==> src/hw/io_cell_map.svh <==
/*
 Offsets, field positions and reset values of the pad cell register pair.
 Assumes APB with 32-bit data; every register takes one aligned word.
*/
`ifndef IO_CELL_MAP_SVH
`define IO_CELL_MAP_SVH

// ==========================================================
// register offsets
`define IO_CFG_OFFSET 12'h000
`define IO_STATUS_OFFSET 12'h004

// ==========================================================
// configuration fields
`define IO_CFG_IN_INIT 0
`define IO_CFG_OUT_INIT 1
`define IO_CFG_IN_INVERT 2
`define IO_CFG_OUT_INVERT 3
`define IO_CFG_CE_INPUT 4
`define IO_CFG_CE_OUTPUT 5
`define IO_CFG_PAD_LO 6
`define IO_CFG_PAD_HI 7
`define IO_CFG_WIDTH 8
`define IO_CFG_RESET 8'h00

// ==========================================================
// status fields
`define IO_ST_IN_Q 0
`define IO_ST_OUT_Q 1
`define IO_ST_PAD 2

`endif

==> src/hw/io_cell_pkg.sv <==
/*
 Types shared by the pad cell register pair.
 Assumes nothing beyond a SystemVerilog compiler.
*/
package io_cell_pkg;
   // ==========================================================
   // unused pad default state
   typedef enum logic [1:0] {
      pad_pull_up_mode = 2'b00,
      pad_pull_down_mode = 2'b01,
      pad_driven_mode = 2'b10,
      pad_external_mode = 2'b11
   } pad_mode_t;
endpackage

==> src/hw/pad_cell.sv <==
/*
 Pad cell: one input and one output flip-flop between a package pad and the
 fabric, with per-flip-flop clock edge, a shared enable, global set/reset and
 the unused-pad pull state; configured and observed over APB.
 Assumes pad and both cell clocks are asynchronous to sys_clk and much slower
 (each high and low phase lasts at least three sys_clk periods); fabric
 signals are on sys_clk.
*/
// Our own choices: the register addresses and the APB interface to the registers.
// Overview of operation
// (RULE_01) global set/reset forces both flip-flops to init
// (RULE_02) each flip-flop has its own init value
// (RULE_03) no set/reset besides global set/reset
// (RULE_04) power-on state uses same init selection
// (RULE_05) separate input and output side clocks
// (RULE_06) each clock edge individually invertible
// (RULE_07) cell clocks independent of other cells
// (RULE_08) shared enable applied to input, output, both
// (RULE_09) shared enable active high, never inverted
// (RULE_10) unused pad defaults to pull-up
// (RULE_11) pad may pull down, drive, or float
// (RULE_12) disabled flip-flop holds; otherwise captures each edge

`include "io_cell_map.svh"

module pad_cell (
   input wire logic sys_clk,
   input wire logic reset,
   input wire logic [11:0] paddr,
   input wire logic psel,
   input wire logic penable,
   input wire logic pwrite,
   input wire logic [31:0] pwdata,
   output logic [31:0] prdata,
   output logic pready,
   output logic pslverr,
   input wire logic pad_in,
   output logic pad_out,
   output logic pad_oe,
   output logic pad_pull_up,
   output logic pad_pull_down,
   input wire logic input_side_clock,
   input wire logic output_side_clock,
   input wire logic shared_clock_enable,
   input wire logic global_set_reset,
   input wire logic fabric_out_data,
   output logic fabric_in_data
);
   // ==========================================================
   // helper functions
   // edge test on the filtered level; inv selects the falling edge
   function automatic logic edge_hit(
      input logic prev,
      input logic now,
      input logic inv
   );
      if (inv) begin
         edge_hit = prev & ~now;
      end else begin
         edge_hit = ~prev & now;
      end
   endfunction

   // one full-address compare; anything else answers with an error
   function automatic logic addr_is(
      input logic [11:0] a,
      input logic [11:0] off
   );
      addr_is = (a == off);
   endfunction

   // decode of the pad mode field, shared by every pad control
   function automatic logic mode_is(
      input io_cell_pkg::pad_mode_t m,
      input io_cell_pkg::pad_mode_t want
   );
      mode_is = (m == want);
   endfunction

   // status layout kept in one place so the read mux stays small
   function automatic logic [31:0] status_word(
      input logic in_q,
      input logic out_q,
      input logic pad
   );
      status_word = 32'h0;
      status_word[`IO_ST_IN_Q] = in_q;
      status_word[`IO_ST_OUT_Q] = out_q;
      status_word[`IO_ST_PAD] = pad;
   endfunction

   // ==========================================================
   // state shared between sections
   // init values of reset come from the reset configuration, so power-on
   // and a later global set/reset agree until the init bits are rewritten
   localparam logic [`IO_CFG_WIDTH-1:0] cfg_reset_value = `IO_CFG_RESET;

   logic [`IO_CFG_WIDTH-1:0] cfg_r;
   logic [`IO_CFG_WIDTH-1:0] cfg_nxt;
   logic in_q_r;
   logic in_q_nxt;
   logic out_q_r;
   logic out_q_nxt;
   logic pready_r;
   logic pready_nxt;
   io_cell_pkg::pad_mode_t pad_mode;

   // ==========================================================
   // pin synchronisers: index 0 pad, 1 input clock, 2 output clock
   logic [2:0] pin_raw;
   logic [2:0] s1_r;
   logic [2:0] s2_r;
   logic [2:0] s3_r;
   logic [2:0] lvl_r;
   logic [2:0] lvl_nxt;

   // each cell has its own clock pins, never shared with a neighbour
   assign pin_raw = {output_side_clock, input_side_clock, pad_in}; // see (RULE_05) (RULE_07)

   genvar gi;
   generate
      for (gi = 0; gi < 3; gi++) begin : g_sync
         // a change only counts once the second and third stage agree
         always_comb begin
            lvl_nxt[gi] = (s2_r[gi] == s3_r[gi]) ? s3_r[gi] : lvl_r[gi];
         end
      end
   endgenerate

   // filter costs a cycle of latency but rejects single-sample glitches
   // reset low: a cell clock idling low gives no false edge after reset
   always_ff @(posedge sys_clk) begin
      if (reset) begin
         s1_r <= 3'h0;
         s2_r <= 3'h0;
         s3_r <= 3'h0;
         lvl_r <= 3'h0;
      end else begin
         s1_r <= pin_raw;
         s2_r <= s1_r;
         s3_r <= s2_r;
         lvl_r <= lvl_nxt;
      end
   end

   // ==========================================================
   // configuration register
   logic wr_take;
   logic hit_cfg;
   logic hit_st;

   assign hit_cfg = addr_is(paddr, `IO_CFG_OFFSET);
   assign hit_st = addr_is(paddr, `IO_STATUS_OFFSET);
   // a write lands only on the access edge that carries pready
   assign wr_take = psel & penable & pready_r & pwrite;
   assign pad_mode = io_cell_pkg::pad_mode_t'(cfg_r[`IO_CFG_PAD_HI:`IO_CFG_PAD_LO]);

   // upper write bits are dropped; they read back as zero
   always_comb begin
      cfg_nxt = cfg_r;
      if (wr_take && hit_cfg) begin
         cfg_nxt = pwdata[`IO_CFG_WIDTH-1:0];
      end
   end

   always_ff @(posedge sys_clk) begin
      if (reset) begin
         cfg_r <= cfg_reset_value; // see (RULE_10)
      end else begin
         cfg_r <= cfg_nxt;
      end
   end

   // ==========================================================
   // bus answer
   logic [31:0] prdata_nxt;
   logic pslverr_nxt;
   logic setup_seen;
   logic addr_ok;

   assign setup_seen = psel & ~penable;
   // status is read-only, so a write to it is refused like an unmapped hole
   assign addr_ok = hit_cfg | (hit_st & ~pwrite);

   // pready stands one cycle; a held psel cannot retrigger it
   always_comb begin
      // answer arrives in the first access cycle, zero wait states
      pready_nxt = setup_seen;
      pslverr_nxt = setup_seen & ~addr_ok;
      prdata_nxt = 32'h0;
      if (setup_seen && !pwrite) begin
         if (hit_cfg) begin
            prdata_nxt[`IO_CFG_WIDTH-1:0] = cfg_r;
         end else if (hit_st) begin
            prdata_nxt = status_word(in_q_r, out_q_r, lvl_r[0]);
         end
      end
   end

   always_ff @(posedge sys_clk) begin
      if (reset) begin
         prdata <= 32'h0;
         pready_r <= 1'b0;
         pslverr <= 1'b0;
      end else begin
         prdata <= prdata_nxt;
         pready_r <= pready_nxt;
         pslverr <= pslverr_nxt;
      end
   end

   assign pready = pready_r;

   // ==========================================================
   // clock edge and enable selection
   logic in_edge;
   logic out_edge;
   logic in_en;
   logic out_en;

   // edge test uses the level about to be latched, so both share one cycle
   assign in_edge = edge_hit(lvl_r[1], lvl_nxt[1], cfg_r[`IO_CFG_IN_INVERT]); // see (RULE_06)
   assign out_edge = edge_hit(lvl_r[2], lvl_nxt[2], cfg_r[`IO_CFG_OUT_INVERT]); // see (RULE_06)
   // enable used straight, no inversion option
   assign in_en = shared_clock_enable | ~cfg_r[`IO_CFG_CE_INPUT]; // see (RULE_08) (RULE_09)
   assign out_en = shared_clock_enable | ~cfg_r[`IO_CFG_CE_OUTPUT]; // see (RULE_08) (RULE_09)

   // ==========================================================
   // input flip-flop
   always_comb begin
      in_q_nxt = in_q_r;
      // only global set/reset overrides capture; no per-cell reset exists
      if (global_set_reset) begin
         in_q_nxt = cfg_r[`IO_CFG_IN_INIT]; // see (RULE_01) (RULE_02) (RULE_03)
      end else if (in_edge && in_en) begin
         // filtered pad level, updated on the same edge as the clock level
         in_q_nxt = lvl_nxt[0]; // see (RULE_12)
      end
   end

   always_ff @(posedge sys_clk) begin
      if (reset) begin
         in_q_r <= cfg_reset_value[`IO_CFG_IN_INIT]; // see (RULE_04)
      end else begin
         in_q_r <= in_q_nxt;
      end
   end

   // ==========================================================
   // output flip-flop
   always_comb begin
      out_q_nxt = out_q_r;
      // global set/reset wins over a capture in the same cycle
      if (global_set_reset) begin
         out_q_nxt = cfg_r[`IO_CFG_OUT_INIT]; // see (RULE_01) (RULE_02)
      end else if (out_edge && out_en) begin
         out_q_nxt = fabric_out_data; // see (RULE_12)
      end
   end

   always_ff @(posedge sys_clk) begin
      if (reset) begin
         out_q_r <= cfg_reset_value[`IO_CFG_OUT_INIT]; // see (RULE_04)
      end else begin
         out_q_r <= out_q_nxt;
      end
   end

   // ==========================================================
   // pad drive and pulls
   logic pad_out_nxt;
   logic pad_oe_nxt;
   logic pad_pull_up_nxt;
   logic pad_pull_down_nxt;
   logic fabric_in_nxt;

   // data outputs follow the next flip-flop value so they match it cycle for cycle; drive and pulls lag cfg_r a cycle
   always_comb begin
      pad_out_nxt = out_q_nxt;
      fabric_in_nxt = in_q_nxt;
      pad_oe_nxt = mode_is(pad_mode, io_cell_pkg::pad_driven_mode); // see (RULE_11)
      pad_pull_up_nxt = mode_is(pad_mode, io_cell_pkg::pad_pull_up_mode); // see (RULE_10)
      pad_pull_down_nxt = mode_is(pad_mode, io_cell_pkg::pad_pull_down_mode); // see (RULE_11)
      // external mode leaves all three low and the pad to its outside driver
   end

   // pull-up on from reset so a fresh pad never floats
   always_ff @(posedge sys_clk) begin
      if (reset) begin
         pad_out <= 1'b0;
         pad_oe <= 1'b0;
         pad_pull_up <= 1'b1; // see (RULE_10)
         pad_pull_down <= 1'b0;
         fabric_in_data <= 1'b0;
      end else begin
         pad_out <= pad_out_nxt;
         pad_oe <= pad_oe_nxt;
         pad_pull_up <= pad_pull_up_nxt;
         pad_pull_down <= pad_pull_down_nxt;
         fabric_in_data <= fabric_in_nxt;
      end
   end
endmodule

==> config.mk <==
export PLATFORM = sky130hd
export DESIGN_NAME = pad_cell
export DESIGN_NICKNAME = d
export VERILOG_FILES = /design/src/hw/io_cell_pkg.sv /design/src/hw/pad_cell.sv
export VERILOG_INCLUDE_DIRS = /design/src /design/src/hw
export SDC_FILE = /design/constraint.sdc
export NUM_CORES = 1
export LEC_CHECK = 0
export ABC_AREA = 1
export BUFFER_PORTS_ARGS = -buffer_cell sky130_fd_sc_hd__clkbuf_2
export CAP_MARGIN = 5
export CELL_PAD_IN_SITES_DETAIL_PLACEMENT = 1
export CELL_PAD_IN_SITES_GLOBAL_PLACEMENT = 2
export CORE_MARGIN = 10
export CORE_UTILIZATION = 23
export DETAILED_ROUTE_END_ITERATION = 16
export PLACE_DENSITY_LB_ADDON = 0.1
export SLEW_MARGIN = 25
export SYNTH_ARGS = -nofsm -noshare
export SYNTH_HDL_FRONTEND = slang
export SYNTH_SLANG_ARGS = --single-unit
==> constraint.sdc <==
create_clock -name sys_clk -period 3.7 [get_ports sys_clk]
set_input_delay 1.11 -clock sys_clk [delete_from_list [all_inputs] [get_ports sys_clk]]
set_output_delay 1.11 -clock sys_clk [all_outputs]
set_load 0.02 [all_outputs]
==> results of run 1 <==
-- stage by stage --
step,setup slack (ns),utilization,hold WS [ns],total power [mW],instance area (µm²)
floorplan,1.77,-,0.388,0.454,1610
global placement,1.10,0.268,0.393,0.457,1710
detailed placement,1.11,0.268,0.399,0.457,1710
CTS,1.41,0.284,0.409,0.770,1810
global route,1.37,0.284,0.433,0.793,1810
finish,1.53,0.284,0.405,0.753,1810
-- metal layers --
| layer | wire [µm] | global-route usage | vias up |
|---|---|---|---|
| met4 | 70 | 0.0386 | 0 |
| met3 | 314 | 0.0327 | 8 |
| met1 | 1610 | 0.0777 | 529 |
| met2 | 1780 | 0.124 | 34 |
| li1 | - | - | 657 |
| met5 | 0 | 0 | - |
-- power by group through the flow --
stage	clock network (mW)	logic, mW	registers, mW
6_report	0.304	0.0625	0.386
5_1_grt	0.336	0.0704	0.386
4_1_cts	0.322	0.0628	0.386
3_5_place_dp	0	0.0626	0.394
3_3_place_gp	0	0.0623	0.394
2_1_floorplan	0	0.0583	0.396
-- path summary, 6_finish.rpt --
path / endpoint / startpoint / cells after the start / slack (ns)
hold / removal: s2_r[1] / s1_r[1] / 2 / 0.41
hold reg to reg: s2_r[1] / s1_r[1] / 2 / 0.41
setup reg to reg: cfg_r[5] / pready / 5 / 2.55
setup / recovery: prdata[2] / reset / 6 / 1.53
-- registers in the layout (all words and copies together) (netlist names) --
signal          cells
pad_oe              1
pad_pull_down       1
s3_r                3
pready              1
pad_pull_up         1
cfg_r               8
lvl_r               3
s2_r                3
prdata              8
pslverr             1
pad_out             1
fabric_in_data      1
s1_r                3
-- logic make-up after synthesis --
| family | Yosys count |
|---|---|
| compound gates | 11 |
| buf+inv | 58 |
| flops | 35 |
| other cells | 1 |
| simple gates | 100 |
-- tightest hold or removal path: cells and delay by family (launching register included) --
kind,cells,cell delay [ns]
simple gates,1,0.03
buf+inv,1,0.04
flops,1,0.30
-- cell usage after synthesis (all sizes together) --
cell | count | share of area
o21ai | 4 | 0.013
nand3 | 6 | 0.028
nor3 | 2 | 0.0066
and3 | 1 | 0.0041
dfxtp | 35 | 0.46
nand2 | 41 | 0.10
buf | 26 | 0.13
nor2 | 47 | 0.12
a211oi | 2 | 0.0099
conb | 1 | 0.0025
clkbuf | 2 | 0.012
inv | 30 | 0.074
a21oi | 5 | 0.016
nand4 | 3 | 0.016
-- layout make-up --
| type | instances | share of cell area |
|---|---|---|
| sequential | 35 | 0.386 |
| multi-input combinational | 135 | 0.319 |
| inverter | 30 | 0.0621 |
| clock buffer | 8 | 0.0552 |
| timing repair buffer | 45 | 0.124 |
| tap | 77 | 0.0531 |
==> metrics.csv, run 1 <==
metric,value,unit
std cell rows,29,
die width,101,µm
hpwl dp,3080,µm
Max Cap Viol,0,
CP bufs+invs,3,
Fmax,0.461,GHz
PostCTS Resize Cnt,0,
Synth cell types,24,
Clock Skews,0.00176,ns
main combinational cell family by area after synthesis,simple AND/OR/NAND/NOR gates,
Routed Antenna Nets,0,
maximum VDD drop,185,µV
Syn Area/Cell,7.42,µm²
Setup Crit Path Kind,in -> reg,
die area,10300,µm²
Hold Path Class,reg -> reg,
All-Layer GR Usage,0.0744,
Compound-Gate Fraction of Synth Area,0.0395,
sequential share of power,0.512,
multiplexer share of the synthesized area,0,
root buffer cell,clkbuf_8,
vias in the first global route,1303,
Initial Utilization,0.238,
RSZ-0062 raised after global routing,false,
setup TNS,0,ns
combinational fraction of design power,0.083,
Final Hold Viols,0,
worst skew pair latency,0.28,ns
setup bufs post-CTS,0,
fin crit period,2.17,ns
fin. max-slew vios,0,
most frequent cells in the layout,"nor2_1, clkbuf_2, nand2_1",
crit-path cells,clkbuf_2 > inv_2 > nand3_1 > inv_1 > nand4_2 > o21ai_1,
Routed WL per cell,11.4,µm
Synth Area in Simple Gates,0.282,
I/O pin total,94,
Post-Place Cells,322,
drt drc,0,
grt total ovfl,0,
share of layout cells above drive strength 1,0.233,
Nets,307,
leakage power,0.923,nW
CTS Buf Count,5,
Int Pwr,0.571,mW
global-route wire length before repair,6060,µm
sw frac,0.242,
H-tree depth,2,
Area Growth Syn to Fin,19.3,%
Crit. End Element,register,
clock tree sinks,35,
DR iter-0 viols,30,
CP Data Required Time,3.91,ns
core footprint,6390,µm²
Net Switching,0.182,mW
Longest Clk Path Bufs,2,
Via Count,1228,
Layout Cells excl Fill,330,
Multi-input gate area,579,µm²
cts hold-fix bufs,0,
number of diodes,0,
critical path's top delay family,buffers and inverters,
total wire length,3770,µm
Clock power frac,0.405,
clock tree from TritonCTS,built,
adder-cell share of the synthesized area,0,
Synth Register Bits,35,
Ys Warns,0,
Synth Area in XOR/XNOR,0,
CP Launch Type,input pin,
Mapped Cells,205,
critical path data arrival time,2.38,ns
Sequential Area,701,µm²
pwr dens,415,nW/µm²
clock-pin slew on the worst setup and hold paths,0.07,ns
Die Height,101,µm
final RePlAce weighted congestion,0.664,
port bufs,45,
register area share after synthesis,0.461,
synthesized area,1520,µm²
DR vias/cell,3.72,
initial antenna violation count,0,
final setup fails,0,
CP Max Fanout,16,
final worst path period share,0.587,
fillers,819,
drt first pass iters,4,
Max stage delay on crit path,0.27,ns
slowest cell on the critical path,inv_2,
status,"complete, no violations",
largest net degree at the start of global routing,17,
Power figures use the tool's default switching activity.
==> run 2, diff against run 1 <==
CORE_UTILIZATION = 21   (was 23)
clock period = 2 ns   (was 3.7 ns; I/O delays follow)
==> metrics.csv, run 2 (synthesis results as in run 1) <==
metric,value,unit
grt total ovfl,0,
Util after Layout,0.266,
number of diodes,0,
RSZ-0062 raised after global routing,false,
final setup fails,0,
clock tree from TritonCTS,built,
largest net degree at the start of global routing,17,
Net Switching,0.346,mW
final RePlAce weighted congestion,0.703,
share of layout cells above drive strength 1,0.243,
critical path's top delay family,flip-flops,
Clock power frac,0.373,
Die Height,105,µm
I/O pin total,94,
leakage power,0.929,nW
setup bufs post-CTS,0,
initial antenna violation count,0,
cts hold-fix bufs,0,
final worst path period share,0.721,
Clock Skews,0.00907,ns
registers with the most flip-flops,"cfg_r (8), prdata (8)",
vias in the first global route,1340,
global-route wire length before repair,6290,µm
drt drc,0,
Area Growth Syn to Fin,20.8,%
Via Count,1250,
most frequent cells in the layout,"nor2_1, clkbuf_2, nand2_1",
fin crit period,1.44,ns
Final Hold Viols,0,
All-Layer GR Usage,0.0708,
pwr dens,723,nW/µm²
CP Max Fanout,3,
root buffer cell,clkbuf_8,
Routed Antenna Nets,0,
hpwl dp,3150,µm
fin. max-slew vios,0,
maximum VDD drop,216,µV
Hold Path Class,reg -> reg,
DR iter-0 viols,30,
combinational fraction of design power,0.090,
clock-pin slew on the worst setup and hold paths,0.07,ns
slowest cell on the critical path,dfxtp_1,
drt first pass iters,4,
std cell rows,30,
clock tree sinks,35,
Int Pwr,0.982,mW
DR vias/cell,3.56,
critical path data arrival time,0.84,ns
die area,11000,µm²
Max Cap Viol,0,
total power,1.33,mW
Nets,309,
sequential share of power,0.537,
CTS Buf Count,5,
core footprint,6910,µm²
Setup Crit Path Kind,reg -> out,
Routed WL per cell,11.2,µm
Longest Clk Path Bufs,2,
Initial Utilization,0.220,
Max stage delay on crit path,0.37,ns
Crit. End Element,primary output,
total wire length,3920,µm
PostCTS Resize Cnt,0,
H-tree depth,2,
worst skew pair latency,0.29,ns
CP Launch Type,register,
CP Data Required Time,1.40,ns
CP bufs+invs,1,
die width,105,µm
port bufs,45,
Fmax,0.694,GHz
setup TNS,0,ns
sw frac,0.261,
crit-path cells,clkbuf_2,
status,"complete, no violations",
-- run 2: path summary, 6_finish.rpt --
kind	slack, ns	to	start	depth (start not counted)
setup / recovery	0.56	pad_out	pad_out	1
hold / removal	0.41	s2_r[1]	s1_r[1]	2
setup reg to reg	0.83	cfg_r[3]	pready	5
hold reg to reg	0.41	s2_r[1]	s1_r[1]	2
-- run 2: power groups by stage --
stage | combinational, mW | sequential [mW] | clock, mW
floorplan | 0.108 | 0.733 | 0
global placement | 0.119 | 0.729 | 0
detailed placement | 0.119 | 0.730 | 0
CTS | 0.120 | 0.713 | 0.524
global route | 0.134 | 0.715 | 0.554
finish | 0.120 | 0.713 | 0.495
-- run 2: cell type report --
| cell class | count | area, µm² |
|---|---|---|
| clock buffer | 5 | 68.8 |
| clock inverter | 3 | 15.0 |
| fill | 901 | 5070 |
| inverter | 30 | 113 |
| multi-input combinational | 135 | 579 |
| sequential | 35 | 701 |
| tap | 96 | 120 |
| timing repair buffer | 47 | 240 |
-- run 2: stage by stage --
| stage | hold WS [ns] | std cells | cell area (µm²) | worst slack [ns] |
|---|---|---|---|---|
| 3_3_place_gp | 0.392 | 343 | 1750 | 0.290 |
| 2_1_floorplan | 0.388 | 228 | 1610 | 0.576 |
| 4_1_cts | 0.412 | 351 | 1840 | 0.526 |
| 5_1_grt | 0.432 | 351 | 1840 | 0.503 |
| 3_5_place_dp | 0.401 | 343 | 1750 | 0.293 |
| 6_report | 0.409 | 351 | 1840 | 0.559 |
-- run 2: per-layer routing --
metal / vias up / GRT usage / wire, µm
met5: - / 0 / 0
li1: 659 / - / -
met4: 0 / 0.0324 / 57
met3: 4 / 0.0283 / 212
met1: 545 / 0.0858 / 1890
met2: 42 / 0.107 / 1760
==> run 3, diff against run 2 <==
clock period = 1.5 ns   (was 2 ns; I/O delays follow)
==> metrics.csv, run 3 (synthesis results as in run 1) <==
metric,value,unit
I/O pin total,94,
vias in the first global route,1377,
critical path's top delay family,flip-flops,
global-route wire length before repair,6340,µm
number of diodes,0,
share of layout cells above drive strength 1,0.246,
All-Layer GR Usage,0.0724,
Max stage delay on crit path,0.37,ns
fin. max-slew vios,0,
PostCTS Resize Cnt,0,
DR iter-0 viols,33,
grt total ovfl,0,
Die Height,105,µm
Nets,310,
Via Count,1273,
RSZ-0062 raised after global routing,false,
slowest cell on the critical path,dfxtp_1,
Clock Skews,0.00930,ns
std cell rows,30,
final worst slack,0.202,ns
WHS,0.350,ns
Crit. End Element,primary output,
fin crit period,1.30,ns
DR vias/cell,3.62,
CP bufs+invs,1,
drt drc,0,
Setup Crit Path Kind,reg -> out,
die width,105,µm
Sequential Area,701,µm²
CP Data Required Time,1.05,ns
worst skew pair latency,0.29,ns
finished layout cell area,1900,µm²
Longest Clk Path Bufs,2,
initial antenna violation count,0,
die area,11000,µm²
Routed Antenna Nets,0,
Fmax,0.770,GHz
final RePlAce weighted congestion,0.704,
leakage power,0.949,nW
most frequent cells in the layout,"nor2_1, clkbuf_2, nand2_1",
H-tree depth,2,
Initial Utilization,0.220,
setup TNS,0,ns
port bufs,45,
pwr dens,1120,nW/µm²
Max Cap Viol,0,
clock-pin slew on the worst setup and hold paths,0.08,ns
maximum VDD drop,427,µV
CP Max Fanout,3,
Hold Path Class,in -> reg,
status,"complete, no violations",
Multi-input gate area,579,µm²
clock tree sinks,35,
Final Hold Viols,0,
Placement Cell Area,1760,µm²
core footprint,6910,µm²
Area Growth Syn to Fin,24.8,%
CTS Buf Count,5,
r2r setup slk,0.34,ns
crit-path cells,clkbuf_2,
pre-CTS setup slack,-0.00651,ns
total power,2.13,mW
critical path data arrival time,0.85,ns
final worst path period share,0.865,
hpwl dp,3120,µm
setup bufs post-CTS,0,
total wire length,3870,µm
fillers,890,
CP Launch Type,register,
Routed WL per cell,11.0,µm
cts hold-fix bufs,0,
largest net degree at the start of global routing,17,
root buffer cell,clkbuf_8,
clock tree from TritonCTS,built,
drt first pass iters,3,
registers with the most flip-flops,"cfg_r (8), prdata (8)",
final setup fails,0,
[run 3: cell count changes in the layout (fill, tap and decap cells not counted), sizes merged]
cell and change:
buf +1, bufinv +2, clkinv -3, clkinvlp +1
[run 3: per-stage QoR]
step,instances,util
2_1_floorplan,228,-
3_3_place_gp,344,0.255
3_5_place_dp,344,0.255
4_1_cts,352,0.275
5_1_grt,352,0.275
6_report,352,0.275
[run 3: power by group]
group	internal, mW	total (mW)	switching, mW
clock	0.663	1.02	0.356
sequential	0.943	0.951	0.00750
combinational	0.0480	0.159	0.111
total	1.65	2.13	0.474
[run 3: final cells by class]
cell class,instances,area share
sequential,35,0.369
timing repair buffer,48,0.131
clock buffer,5,0.0363
inverter,30,0.0594
multi-input combinational,135,0.305
clock inverter,3,0.0356
tap,96,0.0633
[run 3: final timing paths]
kind                                       start       end  cells after the start
worst max register to register            pready  cfg_r[3]                      5
worst min register to register           s1_r[2]   s2_r[2]                      2
worst max-delay path                     pad_out   pad_out                      1
worst min-delay path            input_side_clock   s1_r[1]                      3
[run 3: metal layers]
layer / vias to the layer above / wire length, µm / GRT usage
met1: 562 / 1870 / 0.0873
met2: 42 / 1710 / 0.108
met4: 0 / 61 / 0.0353
met3: 5 / 233 / 0.0313
li1: 664 / - / -
met5: - / 0 / 0
